===== src/gpaf_pkg.sv =====
// Constants for the alternate-function, output-modify and input filter block
// Function
// RQ1: Register 0x20 holds 4-bit function codes for pins 0-7, reset zero.
// RQ2: Function code value N routes the pin to alternate function N.
// RQ3: Register 0x24 holds 4-bit function codes for pins 8-15, reset zero.
// RQ4: Writes by byte, half-word or word touch only enabled lanes; reads whole.
// RQ5: Writing 1 at clear register 0x28 bit y clears latch bit y.
// RQ6: Writing 1 at toggle register 0x2C bit y inverts latch bit y.
// RQ7: Software keeps bits 31:16 of clear, toggle, period registers at zero.
// RQ8: Period register 0x30 bits 15:8 set sample divider for pins 8-15.
// RQ9: Period register bits 7:0 set sample divider for pins 0-7.
// RQ10: Divider zero samples every clock; N samples every 2N clocks.
// RQ11: Filter kind register 0x34, two bits per pin, resets to all ones.
// RQ12: Kind 00 synchronises only; kind 11 passes the pin asynchronously.
// RQ13: Kind 01 filters over 3 samples, kind 10 over 6 samples.
// RQ14: Latch register 0x14 bit drives its pin high when 1, low when 0.
// RQ15: Clear and toggle registers read zero with no side effect.
// RQ16: Filtered level changes only after all needed samples agree.
package gpaf_pkg;
    localparam int         ADDR_W          = 8;
    localparam int         DATA_W          = 32;
    localparam int         PIN_N           = 16;
    localparam int         HALF_N          = 8;
    localparam int         CODE_W          = 4;
    localparam int         KIND_W          = 2;
    localparam int         DIV_W           = 8;
    localparam int         CNT_W           = 9;
    localparam int         RUN_W           = 3;
    localparam int         LOW_DIV_LSB     = 0;
    localparam int         HIGH_DIV_LSB    = 8;
    localparam logic [7:0] OFF_IN_STATUS   = 8'h10;
    localparam logic [7:0] OFF_OUT_LATCH   = 8'h14;
    localparam logic [7:0] OFF_FUNC_LOW    = 8'h20;
    localparam logic [7:0] OFF_FUNC_HIGH   = 8'h24;
    localparam logic [7:0] OFF_OUT_CLEAR   = 8'h28;
    localparam logic [7:0] OFF_OUT_TOGGLE  = 8'h2C;
    localparam logic [7:0] OFF_FILT_PERIOD = 8'h30;
    localparam logic [7:0] OFF_FILT_KIND   = 8'h34;
    localparam logic [31:0] RST_FUNC       = 32'h00000000;
    localparam logic [15:0] RST_LATCH      = 16'h0000;
    localparam logic [15:0] RST_PERIOD     = 16'h0000;
    localparam logic [31:0] RST_KIND       = 32'hFFFFFFFF;
    localparam logic [1:0] KIND_SYNC       = 2'h0;
    localparam logic [1:0] KIND_FILT3      = 2'h1;
    localparam logic [1:0] KIND_FILT6      = 2'h2;
    localparam logic [1:0] KIND_ASYNC      = 2'h3;
    localparam logic [2:0] SAMPLES_SHORT   = 3'h3;
    localparam logic [2:0] SAMPLES_LONG    = 3'h6;
endpackage


===== src/gpaf_pin_if.sv =====
// Per-pin link between the register block and one input conditioner
`timescale 1ns/1ps
interface gpaf_pin_if;
    import gpaf_pkg::*;
    logic              pin_raw;
    logic [KIND_W-1:0] kind;
    logic              sample_tick;
    logic              cond_level;
    modport ctrl (output pin_raw, output kind, output sample_tick,
                  input cond_level);
    modport cond (input pin_raw, input kind, input sample_tick,
                  output cond_level);
endinterface


===== src/gpaf_port.sv =====
// Alternate function routing, output latch modify and input filter top
`timescale 1ns/1ps
module gpaf_port (
    input  wire logic                          clk,
    input  wire logic                          reset_n,
    input  wire logic [gpaf_pkg::ADDR_W-1:0]   bus_addr,
    input  wire logic [gpaf_pkg::DATA_W-1:0]   bus_wdata,
    input  wire logic [3:0]                    bus_byte_en,
    input  wire logic                          bus_write,
    input  wire logic                          bus_read,
    output logic      [gpaf_pkg::DATA_W-1:0]   bus_rdata,
    input  wire logic [15:0]                   pin_in,
    output logic      [15:0]                   pin_out_level,
    output logic      [15:0]                   pin_af_level,
    input  wire logic [15:0][15:0]             periph_out,
    output logic      [15:0][15:0]             periph_in,
    output logic      [15:0]                   pin_cond_level
);
    import gpaf_pkg::*;

    // Software state
    logic [31:0]       func_low_reg;
    logic [31:0]       func_high_reg;
    logic [15:0]       latch_reg;
    logic [15:0]       period_reg;
    logic [31:0]       kind_reg;
    logic [31:0]       rdata_reg;

    // Derived per-pin and per-half values
    logic [31:0]       wmask;
    logic [15:0]       wmask16;
    logic [15:0]       latch_next;
    logic [63:0]       func_all;
    logic [PIN_N-1:0]  cond_level;
    logic              low_tick;
    logic              high_tick;
    logic [31:0]       rdata_next;

    logic wr_latch;
    logic wr_func_low;
    logic wr_func_high;
    logic wr_clear;
    logic wr_toggle;
    logic wr_period;
    logic wr_kind;

    // Byte enables widened to a bit mask; a word write enables all four
    assign wmask = {{8{bus_byte_en[3]}}, {8{bus_byte_en[2]}},
                    {8{bus_byte_en[1]}}, {8{bus_byte_en[0]}}};
    assign wmask16 = wmask[15:0];

    assign wr_latch     = bus_write && (bus_addr == OFF_OUT_LATCH);
    assign wr_func_low  = bus_write && (bus_addr == OFF_FUNC_LOW);
    assign wr_func_high = bus_write && (bus_addr == OFF_FUNC_HIGH);
    assign wr_clear     = bus_write && (bus_addr == OFF_OUT_CLEAR);
    assign wr_toggle    = bus_write && (bus_addr == OFF_OUT_TOGGLE);
    assign wr_period    = bus_write && (bus_addr == OFF_FILT_PERIOD);
    assign wr_kind      = bus_write && (bus_addr == OFF_FILT_KIND);

    // Function choice registers
    always_ff @(posedge clk) begin
        if (!reset_n) begin
            func_low_reg  <= RST_FUNC;
            func_high_reg <= RST_FUNC;
        end else begin
            if (wr_func_low) begin
                // see RQ1
                func_low_reg <= (func_low_reg & ~wmask)
                              | (bus_wdata & wmask); // see RQ4
            end
            if (wr_func_high) begin
                // see RQ3
                func_high_reg <= (func_high_reg & ~wmask)
                               | (bus_wdata & wmask); // see RQ4
            end
        end
    end

    // Output latch: direct write, clear and toggle are lane-masked too.
    // Bits 31:16 of clear and toggle are ignored, so stray ones there do no
    // harm even if software breaks its side of the bargain.
    always_comb begin
        latch_next = latch_reg;
        if (wr_latch) begin
            latch_next = (latch_reg & ~wmask16) | (bus_wdata[15:0] & wmask16);
        end
        if (wr_clear) begin
            latch_next = latch_reg & ~(bus_wdata[15:0] & wmask16); // see RQ5
        end
        if (wr_toggle) begin
            latch_next = latch_reg ^ (bus_wdata[15:0] & wmask16); // see RQ6
        end
    end

    always_ff @(posedge clk) begin
        if (!reset_n) begin
            latch_reg <= RST_LATCH;
        end else begin
            latch_reg <= latch_next;
        end
    end

    // Filter configuration; upper reserved bits are not stored (see RQ7)
    always_ff @(posedge clk) begin
        if (!reset_n) begin
            period_reg <= RST_PERIOD;
            kind_reg   <= RST_KIND; // see RQ11
        end else begin
            if (wr_period) begin
                // see RQ8
                // see RQ9
                period_reg <= (period_reg & ~wmask16)
                            | (bus_wdata[15:0] & wmask16);
            end
            if (wr_kind) begin
                kind_reg <= (kind_reg & ~wmask) | (bus_wdata & wmask);
            end
        end
    end

    // Read path: data stand in the cycle after the strobe only
    always_comb begin
        rdata_next = '0;
        case (bus_addr)
            OFF_IN_STATUS:   rdata_next = {16'h0000, cond_level};
            OFF_OUT_LATCH:   rdata_next = {16'h0000, latch_reg};
            OFF_FUNC_LOW:    rdata_next = func_low_reg;
            OFF_FUNC_HIGH:   rdata_next = func_high_reg;
            OFF_OUT_CLEAR:   rdata_next = '0; // see RQ15
            OFF_OUT_TOGGLE:  rdata_next = '0; // see RQ15
            OFF_FILT_PERIOD: rdata_next = {16'h0000, period_reg};
            OFF_FILT_KIND:   rdata_next = kind_reg;
            default:         rdata_next = '0;
        endcase
    end

    always_ff @(posedge clk) begin
        if (!reset_n) begin
            rdata_reg <= '0;
        end else if (bus_read) begin
            rdata_reg <= rdata_next;
        end else begin
            rdata_reg <= '0;
        end
    end

    assign bus_rdata = rdata_reg;

    // One sampling strobe per half-port
    gpaf_sample_tick u_low_tick (
        .clk         (clk),
        .reset_n     (reset_n),
        .divider     (period_reg[LOW_DIV_LSB +: DIV_W]),
        .sample_tick (low_tick)
    );

    gpaf_sample_tick u_high_tick (
        .clk         (clk),
        .reset_n     (reset_n),
        .divider     (period_reg[HIGH_DIV_LSB +: DIV_W]),
        .sample_tick (high_tick)
    );

    assign func_all = {func_high_reg, func_low_reg};

    // Per-pin conditioner and function routing
    for (genvar n = 0; n < PIN_N; n++) begin : g_pin
        gpaf_pin_if link ();
        logic [CODE_W-1:0] code;

        assign link.pin_raw     = pin_in[n];
        assign link.kind        = kind_reg[KIND_W*n +: KIND_W]; // see RQ11
        assign link.sample_tick = (n < HALF_N) ? low_tick : high_tick;
        assign cond_level[n]    = link.cond_level;
        assign code             = func_all[CODE_W*n +: CODE_W];

        gpaf_pin_cond u_cond (
            .clk     (clk),
            .reset_n (reset_n),
            .pin     (link.cond)
        );

        // Selected peripheral drives the pin; only it sees the pin input
        always_ff @(posedge clk) begin
            if (!reset_n) begin
                pin_af_level[n] <= 1'b0;
                periph_in[n]    <= '0;
            end else begin
                pin_af_level[n] <= periph_out[n][code]; // see RQ2
                for (int f = 0; f < PIN_N; f++) begin
                    periph_in[n][f] <= (code == CODE_W'(f))
                                     && cond_level[n]; // see RQ2
                end
            end
        end
    end

    // Registered status copy of the conditioned inputs
    always_ff @(posedge clk) begin
        if (!reset_n) begin
            pin_cond_level <= '0;
        end else begin
            pin_cond_level <= cond_level;
        end
    end

    assign pin_out_level = latch_reg; // see RQ14
endmodule


===== src/gpaf_sample_tick.sv =====
// Sampling strobe generator for one half-port
`timescale 1ns/1ps
module gpaf_sample_tick (
    input  wire logic                      clk,
    input  wire logic                      reset_n,
    input  wire logic [gpaf_pkg::DIV_W-1:0] divider,
    output logic                           sample_tick
);
    import gpaf_pkg::*;

    logic [CNT_W-1:0] cnt_reg;
    logic [CNT_W-1:0] last_cnt;

    // Period is 2N clocks, so the count runs 0 .. 2N-1
    assign last_cnt = {divider, 1'b0} - {{(CNT_W-1){1'b0}}, 1'b1};

    always_ff @(posedge clk) begin
        if (!reset_n) begin
            cnt_reg <= '0;
        end else if (divider == '0 || cnt_reg >= last_cnt) begin
            cnt_reg <= '0;
        end else begin
            cnt_reg <= cnt_reg + {{(CNT_W-1){1'b0}}, 1'b1};
        end
    end

    // see RQ10
    assign sample_tick = (divider == '0) || (cnt_reg >= last_cnt);
endmodule


===== src/gpaf_pin_cond.sv =====
// Input conditioner for one pin: sync, 3/6-sample filter or bypass
`timescale 1ns/1ps
module gpaf_pin_cond (
    input  wire logic clk,
    input  wire logic reset_n,
    gpaf_pin_if.cond  pin
);
    import gpaf_pkg::*;

    logic             meta_reg;
    logic             sync_reg;
    logic             filt_reg;
    logic [RUN_W-1:0] run_reg;
    logic [RUN_W-1:0] need;

    always_ff @(posedge clk) begin
        if (!reset_n) begin
            meta_reg <= 1'b0;
            sync_reg <= 1'b0;
        end else begin
            meta_reg <= pin.pin_raw;
            sync_reg <= meta_reg;
        end
    end

    assign need = (pin.kind == KIND_FILT6) ? SAMPLES_LONG : SAMPLES_SHORT;

    // Outside the filter kinds the filter tracks the synced level so that a
    // switch into filtering starts from the present pin level
    always_ff @(posedge clk) begin
        if (!reset_n) begin
            filt_reg <= 1'b0;
            run_reg  <= '0;
        end else if (pin.kind != KIND_FILT3 && pin.kind != KIND_FILT6) begin
            filt_reg <= sync_reg;
            run_reg  <= '0;
        end else if (pin.sample_tick) begin
            if (sync_reg == filt_reg) begin
                run_reg <= '0; // see RQ16
            end else if (run_reg + 3'h1 >= need) begin
                filt_reg <= sync_reg; // see RQ13
                run_reg  <= '0;
            end else begin
                run_reg <= run_reg + 3'h1;
            end
        end
    end

    // Bypass is combinational by intent: no clock between pin and cond_level; each user sees it through one register
    always_comb begin
        case (pin.kind)
            KIND_SYNC:  pin.cond_level = sync_reg;     // see RQ12
            KIND_ASYNC: pin.cond_level = pin.pin_raw;  // see RQ12
            default:    pin.cond_level = filt_reg;
        endcase
    end
endmodule


===== config.mk =====
export PLATFORM = sky130hd
export DESIGN_NAME = gpaf_port
export DESIGN_NICKNAME = d
export VERILOG_FILES = /design/src/gpaf_pkg.sv /design/src/gpaf_pin_if.sv /design/src/gpaf_port.sv /design/src/gpaf_sample_tick.sv /design/src/gpaf_pin_cond.sv
export SDC_FILE = /design/constraint.sdc
export NUM_CORES = 1
export LEC_CHECK = 0
export BUFFER_PORTS_ARGS = -buffer_cell sky130_fd_sc_hd__clkbuf_2
export CAP_MARGIN = 20
export CORE_ASPECT_RATIO = 0.8
export CORE_MARGIN = 2
export CORE_UTILIZATION = 36
export DETAILED_ROUTE_END_ITERATION = 10
export GPL_ROUTABILITY_DRIVEN = 0
export SETUP_SLACK_MARGIN = 0.5
export SYNTH_ARGS = -nofsm -noshare
export SYNTH_HDL_FRONTEND = slang
export SYNTH_SLANG_ARGS = --single-unit

===== constraint.sdc =====
create_clock -name clk -period 3.15 [get_ports clk]
set_clock_uncertainty 0.2 [all_clocks]
set_input_delay 0.7875 -clock clk [delete_from_list [all_inputs] [get_ports clk]]
set_output_delay 0.7875 -clock clk [all_outputs]
set_load 0.005 [all_outputs]

; Yosys cells after proc, flatten, opt, wreduce, memory -nomap -nowiden
; Cells that the tools add are included.
[op_classes]
n_addsub = 20
order_cmp = 34
eq_ne = 344
mux = 164
bitwise_logic = 18
n_reduce_logical = 383
[ops]
columns = op, n
row1 = "equality test 4 bit, second input constant", 128
row2 = logical AND 1 bit, 279
row3 = "equality test 4 x 3 -> 1 bit, second input constant", 64
row4 = one-hot mux 32 bit (6 select lines), 1
row5 = two-way mux 3 bit, 48
row6 = AND 32 bit, 4
row7 = "equality test 4 x 2 -> 1 bit, second input constant", 32
row8 = bitwise OR 32 bit, 3
row9 = "less-than comparator 4 x 5 -> 1 bit, second input constant", 16
row10 = two-way mux 1 bit, 80
row11 = AND 16 bit, 4
row12 = binary-select mux 1 bit (select 4 bit), 16
row13 = "equality test 2 bit, second input constant", 32
row14 = "equality test 4 x 1 -> 1 bit, second input constant", 16
row15 = zero test 4 bit, 16
row16 = "inequality test 2 x 1 -> 1 bit, second input constant", 32
row17 = nonzero test 2 bit, 32
row18 = "adder 3 x 1 -> 3 bit, second input constant", 16
row19 = "equality test 8 x 6 -> 1 bit, second input constant", 6
row20 = greater-or-equal comparator 3 bit, 16
row21 = two-way mux 16 bit, 3
row22 = AND reduction 3 bit, 16
row23 = OR reduction 2 bit, 18
row24 = zero test 2 bit, 16
row25 = other kinds (16), 69
[word_totals]
regBits = 562
out_inout_bits = 336

; Longest topological paths before layout
[depth]
word_depth = 7
depth_mapped = 12

; Hierarchy
; Synthesis repeated with hierarchy kept, for this count alone.
[hier_totals]
hier_cells = 2581
hier_area_um2 = 24765.0
[modules_own_cells]
columns = module, n_inst, cells_each, area_per_inst_um2
row1 = gpaf_port, 1, 1775, 17391.7
row2 = gpaf_pin_cond, 16, 41, 374.1
row3 = gpaf_sample_tick (u_high_tick), 1, 74, 699.4
row4 = gpaf_sample_tick (u_low_tick), 1, 76, 688.2

; Worst setup path after synthesis
; OpenSTA, ideal clock, no wires.
[synth_timing]
path_type = register to register
start = register with a tool-made name
end = register g_pin[10].u_cond.filt_reg
setup_time_ns = 0.072
t_arrival_ns = 2.447
setup_slack_ns = 0.432
stages_incl_launch_ff = 11
n_path_buf = 1
path_cell_list = dfxtp_1 nor4_1 nand2_1 xor2_1 ha_1 nand4_1 or2_2 and4_1 clkbuf_1 o21ai_0 mux2i_1
[synth_rtl]
columns = element, line_no
row1 = "end signal, assigned", gpaf_pin_cond.sv:35  ; filt_reg <= sync_reg;
row2 = "end signal, assigned", gpaf_pin_cond.sv:41  ; filt_reg <= sync_reg;
row3 = "end, declared", gpaf_pin_cond.sv:12  ; logic filt_reg;

==> results by group <==
Timing
  – Final Hold Fails: 0
  – Worst-Margin Slew: 0.869 ns
  – Max_slew headroom: 41.8%
  – Time the worst path needs with I/O delays and setup: 2.69 ns
  – Setup TNS: 0 ns
  – Max Fclk: 372 MHz
  – Hold_ws: 0.168 ns
  – Final period util: 85.4%
  – Final setup vio count: 0
  – Slew Viols, Final: 0
  – RSZ-0062 raised after global routing: yes

Detailed routing
  – Drt wl/cell: 21.6 um
  – TritonRoute pass-1 iters: 7
  – Total wire length: 86900 um
  – Vias per Instance: 5.24
  – Initial DRC count: 1699
  – Vias: 21100
  – Antenna Nets Post-Route: 0
  – Residual DRC: 0

Global route
  – First-pass GRT wire length: 122000 um
  – Largest net degree at the start of global routing: 53
  – Initial antenna violation count: 11
  – Vias in the first global route: 18900
  – GR Overflow Total: 0
  – Total GRT Usage: 23.9%

Final layout
  – Layout area overhead: 30.4%
  – Number of fill cells: 6213
  – Layout cell share with drive strength beyond 1: 33.0%
  – Commonest cells after routing, fill and taps aside: clkbuf_2, dfxtp_1, nor2_1, nand2_1, ha_1
  – Commonest non-fill, non-tap cell in the layout: clkbuf_2
  – NumNets Final: 3563

Yosys
  – Seq/Total Area, Yosys: 47.4%
  – Synth top area cells: dfxtp_1, mux4_2, ha_1
  – Synth Warn #: 0
  – Yosys top cell by area: dfxtp_1
  – Area share of the largest cell type after synthesis: 47.4%
  – Post-synthesis instance total: 2452
  – Net Count, Synth: 2906
  – Cell Area, Synth: 0.0237 mm2
  – Post-synth top flop: dfxtp_1
  – Syn_area_per_cell: 9.67 um2
  – Synth unique cells: 51
  – Synth async-reset ratio: 0%
  – Synthesis-stage register bit count: 562
  – Post-synth EDFFs: 0

Worst setup path
  – Class of the most critical setup path: flip-flop to flip-flop
  – CP Capture Type: flip-flop
  – Internal reg-to-reg setup slack: 0.46 ns
  – WP data arrival: 3.05 ns
  – Worst Path Max Fanout: 5
  – Worst Path Required: 3.51 ns
  – CP startpoint kind: flip-flop

Clocking
  – Clock slew at reported path FFs: 0.06 ns
  – CTS Hold Bufs: 0
  – TritonCTS Buffers: 58
  – CTS Sinks: 562
  – Worst-Skew Late Latency: 0.65 ns
  – Clk root buf: clkbuf_16
  – Max clock buf depth: 3
  – Max H-tree Level: 2
  – CTS tree: done

Floorplan
  – Die ar.: 0.0680 mm2
  – CORE AREA: 0.0655 mm2
  – Die Wd: 291 um
  – Row count: 84
  – Boundary pin count: 656
  – Die height: 234 um
  – Initial core utilization: 36.2%

Run
  – Max Cap Viol: 0

Status
  – Outcome: complete, no violations

Place
  – Port Buffer Count: 655
  – DP HPWL: 67100 um

Worst hold path
  – Worst min-delay path class: primary input to flip-flop

Pwr
  – Peak supply drop: 0.000409 V
  – Power density cells: 495 mW/mm2
  – Leakage power: 13.3 nW
[kinds of logic (layout without fill, tap and decap cells)]
group                    count (synthesis)  after routing  share of synthesized area, %
AND/OR/NAND/NOR                        947            947                          19.1
flip-flops                             562            562                          47.4
AO/OA/AOI/OAI                          362            362                          9.38
buffers and inverters                  222            923                          3.55
multiplexers                           167            167                          11.4
adder cells (fa/ha/maj)                134            134                          7.07
XOR/XNOR                                58             58                          2.14
other                                    0              5                             0
[routing by layer]
| metal | wire length, um | up-vias | GRT usage (%) |
|---|---|---|---|
| met5 | 50 | - | 0 |
| li1 | - | 9941 | - |
| met3 | 7030 | 153 | 5.54 |
| met4 | 2780 | 10 | 8.76 |
| met2 | 39200 | 816 | 36.7 |
| met1 | 37800 | 10100 | 32.6 |
[where the power goes]
group	internal, W	leakage, nW	total (W)	switching, W
sequential	0.00716	4.55	0.00719	0.0000297
combinational	0.000353	7.74	0.000795	0.000442
clock	0.00434	0.992	0.00733	0.00299
[repair_timing]
action                                  in CTS  in global routing
buffers inserted                             1                  6
gates resized for setup                     34                125
gates cloned                                 0                 11
pin swaps                                    3                 27
endpoints found under the setup margin      47                148
[area by class of cell]
class                   instances  area [um2]  area share [%]
well taps                     860        1080            3.48
clock buffers                  80        1650            5.35
diodes                          5        12.5          0.0404
inverters                      75         283           0.914
flip-flops and latches        562       11300            36.4
repair buffers                744        4200            13.6
multi-input cells            1668       12000            38.9
clock inverters                24         399            1.29
[worst paths after layout]
path | from | endpoint | cells after the start
worst max-delay path | flip-flop | g_pin[0].u_cond.run_reg[0] | 11
worst min register to register | g_pin[0].u_cond.meta_reg | g_pin[0].u_cond.sync_reg | 1
worst min-delay path | pin_in[9] | g_pin[9].u_cond.meta_reg | 2
worst max register to register | flip-flop | g_pin[0].u_cond.run_reg[0] | 11
[cells in the mapped netlist, types with 18 or more instances]
master / instances
a21oi_1: 70
nand3b_1: 24
clkbuf_1: 118
mux2_2: 22
nand2_1: 236
o211ai_1: 49
xor2_1: 48
ha_1: 134
o21ai_0: 133
a22oi_1: 31
nand2b_1: 58
mux4_2: 80
nor2_1: 295
nand3_1: 95
and4_1: 19
mux2i_1: 65
dfxtp_1: 562
buf_1: 21
inv_1: 74
nor3_1: 84
and2_1: 52
a31oi_1: 18
nand4_1: 25
[stage by stage]
step / setup WS (ns) / utilization (%) / cells / total power (W) / instance area, um2
2_1_floorplan: 0.506 / - / 2452 / 0.00766 / 23700
3_3_place_gp: 0.0682 / 42.9 / 3890 / 0.00812 / 28100
3_5_place_dp: 0.309 / 43.0 / 3891 / 0.00812 / 28100
4_1_cts: 0.470 / 46.2 / 3996 / 0.0154 / 30200
5_1_grt: 0.335 / 47.3 / 4018 / 0.0158 / 30900
6_report: 0.461 / 47.3 / 4018 / 0.0153 / 30900
[critical path, cell delays in order (launching register included)]
cell and delay, ns:
dfxtp_4 0.37, nor3_4 0.19, nor3b_2 0.21, xnor2_1 0.14
ha_1 0.26, a211o_1 0.26, o211ai_1 0.12, and4_4 0.36
buf_12 0.16, buf_4 0.13, nand4_1 0.10, o21ai_1 0.10
(Power assumes the default switching activity.)
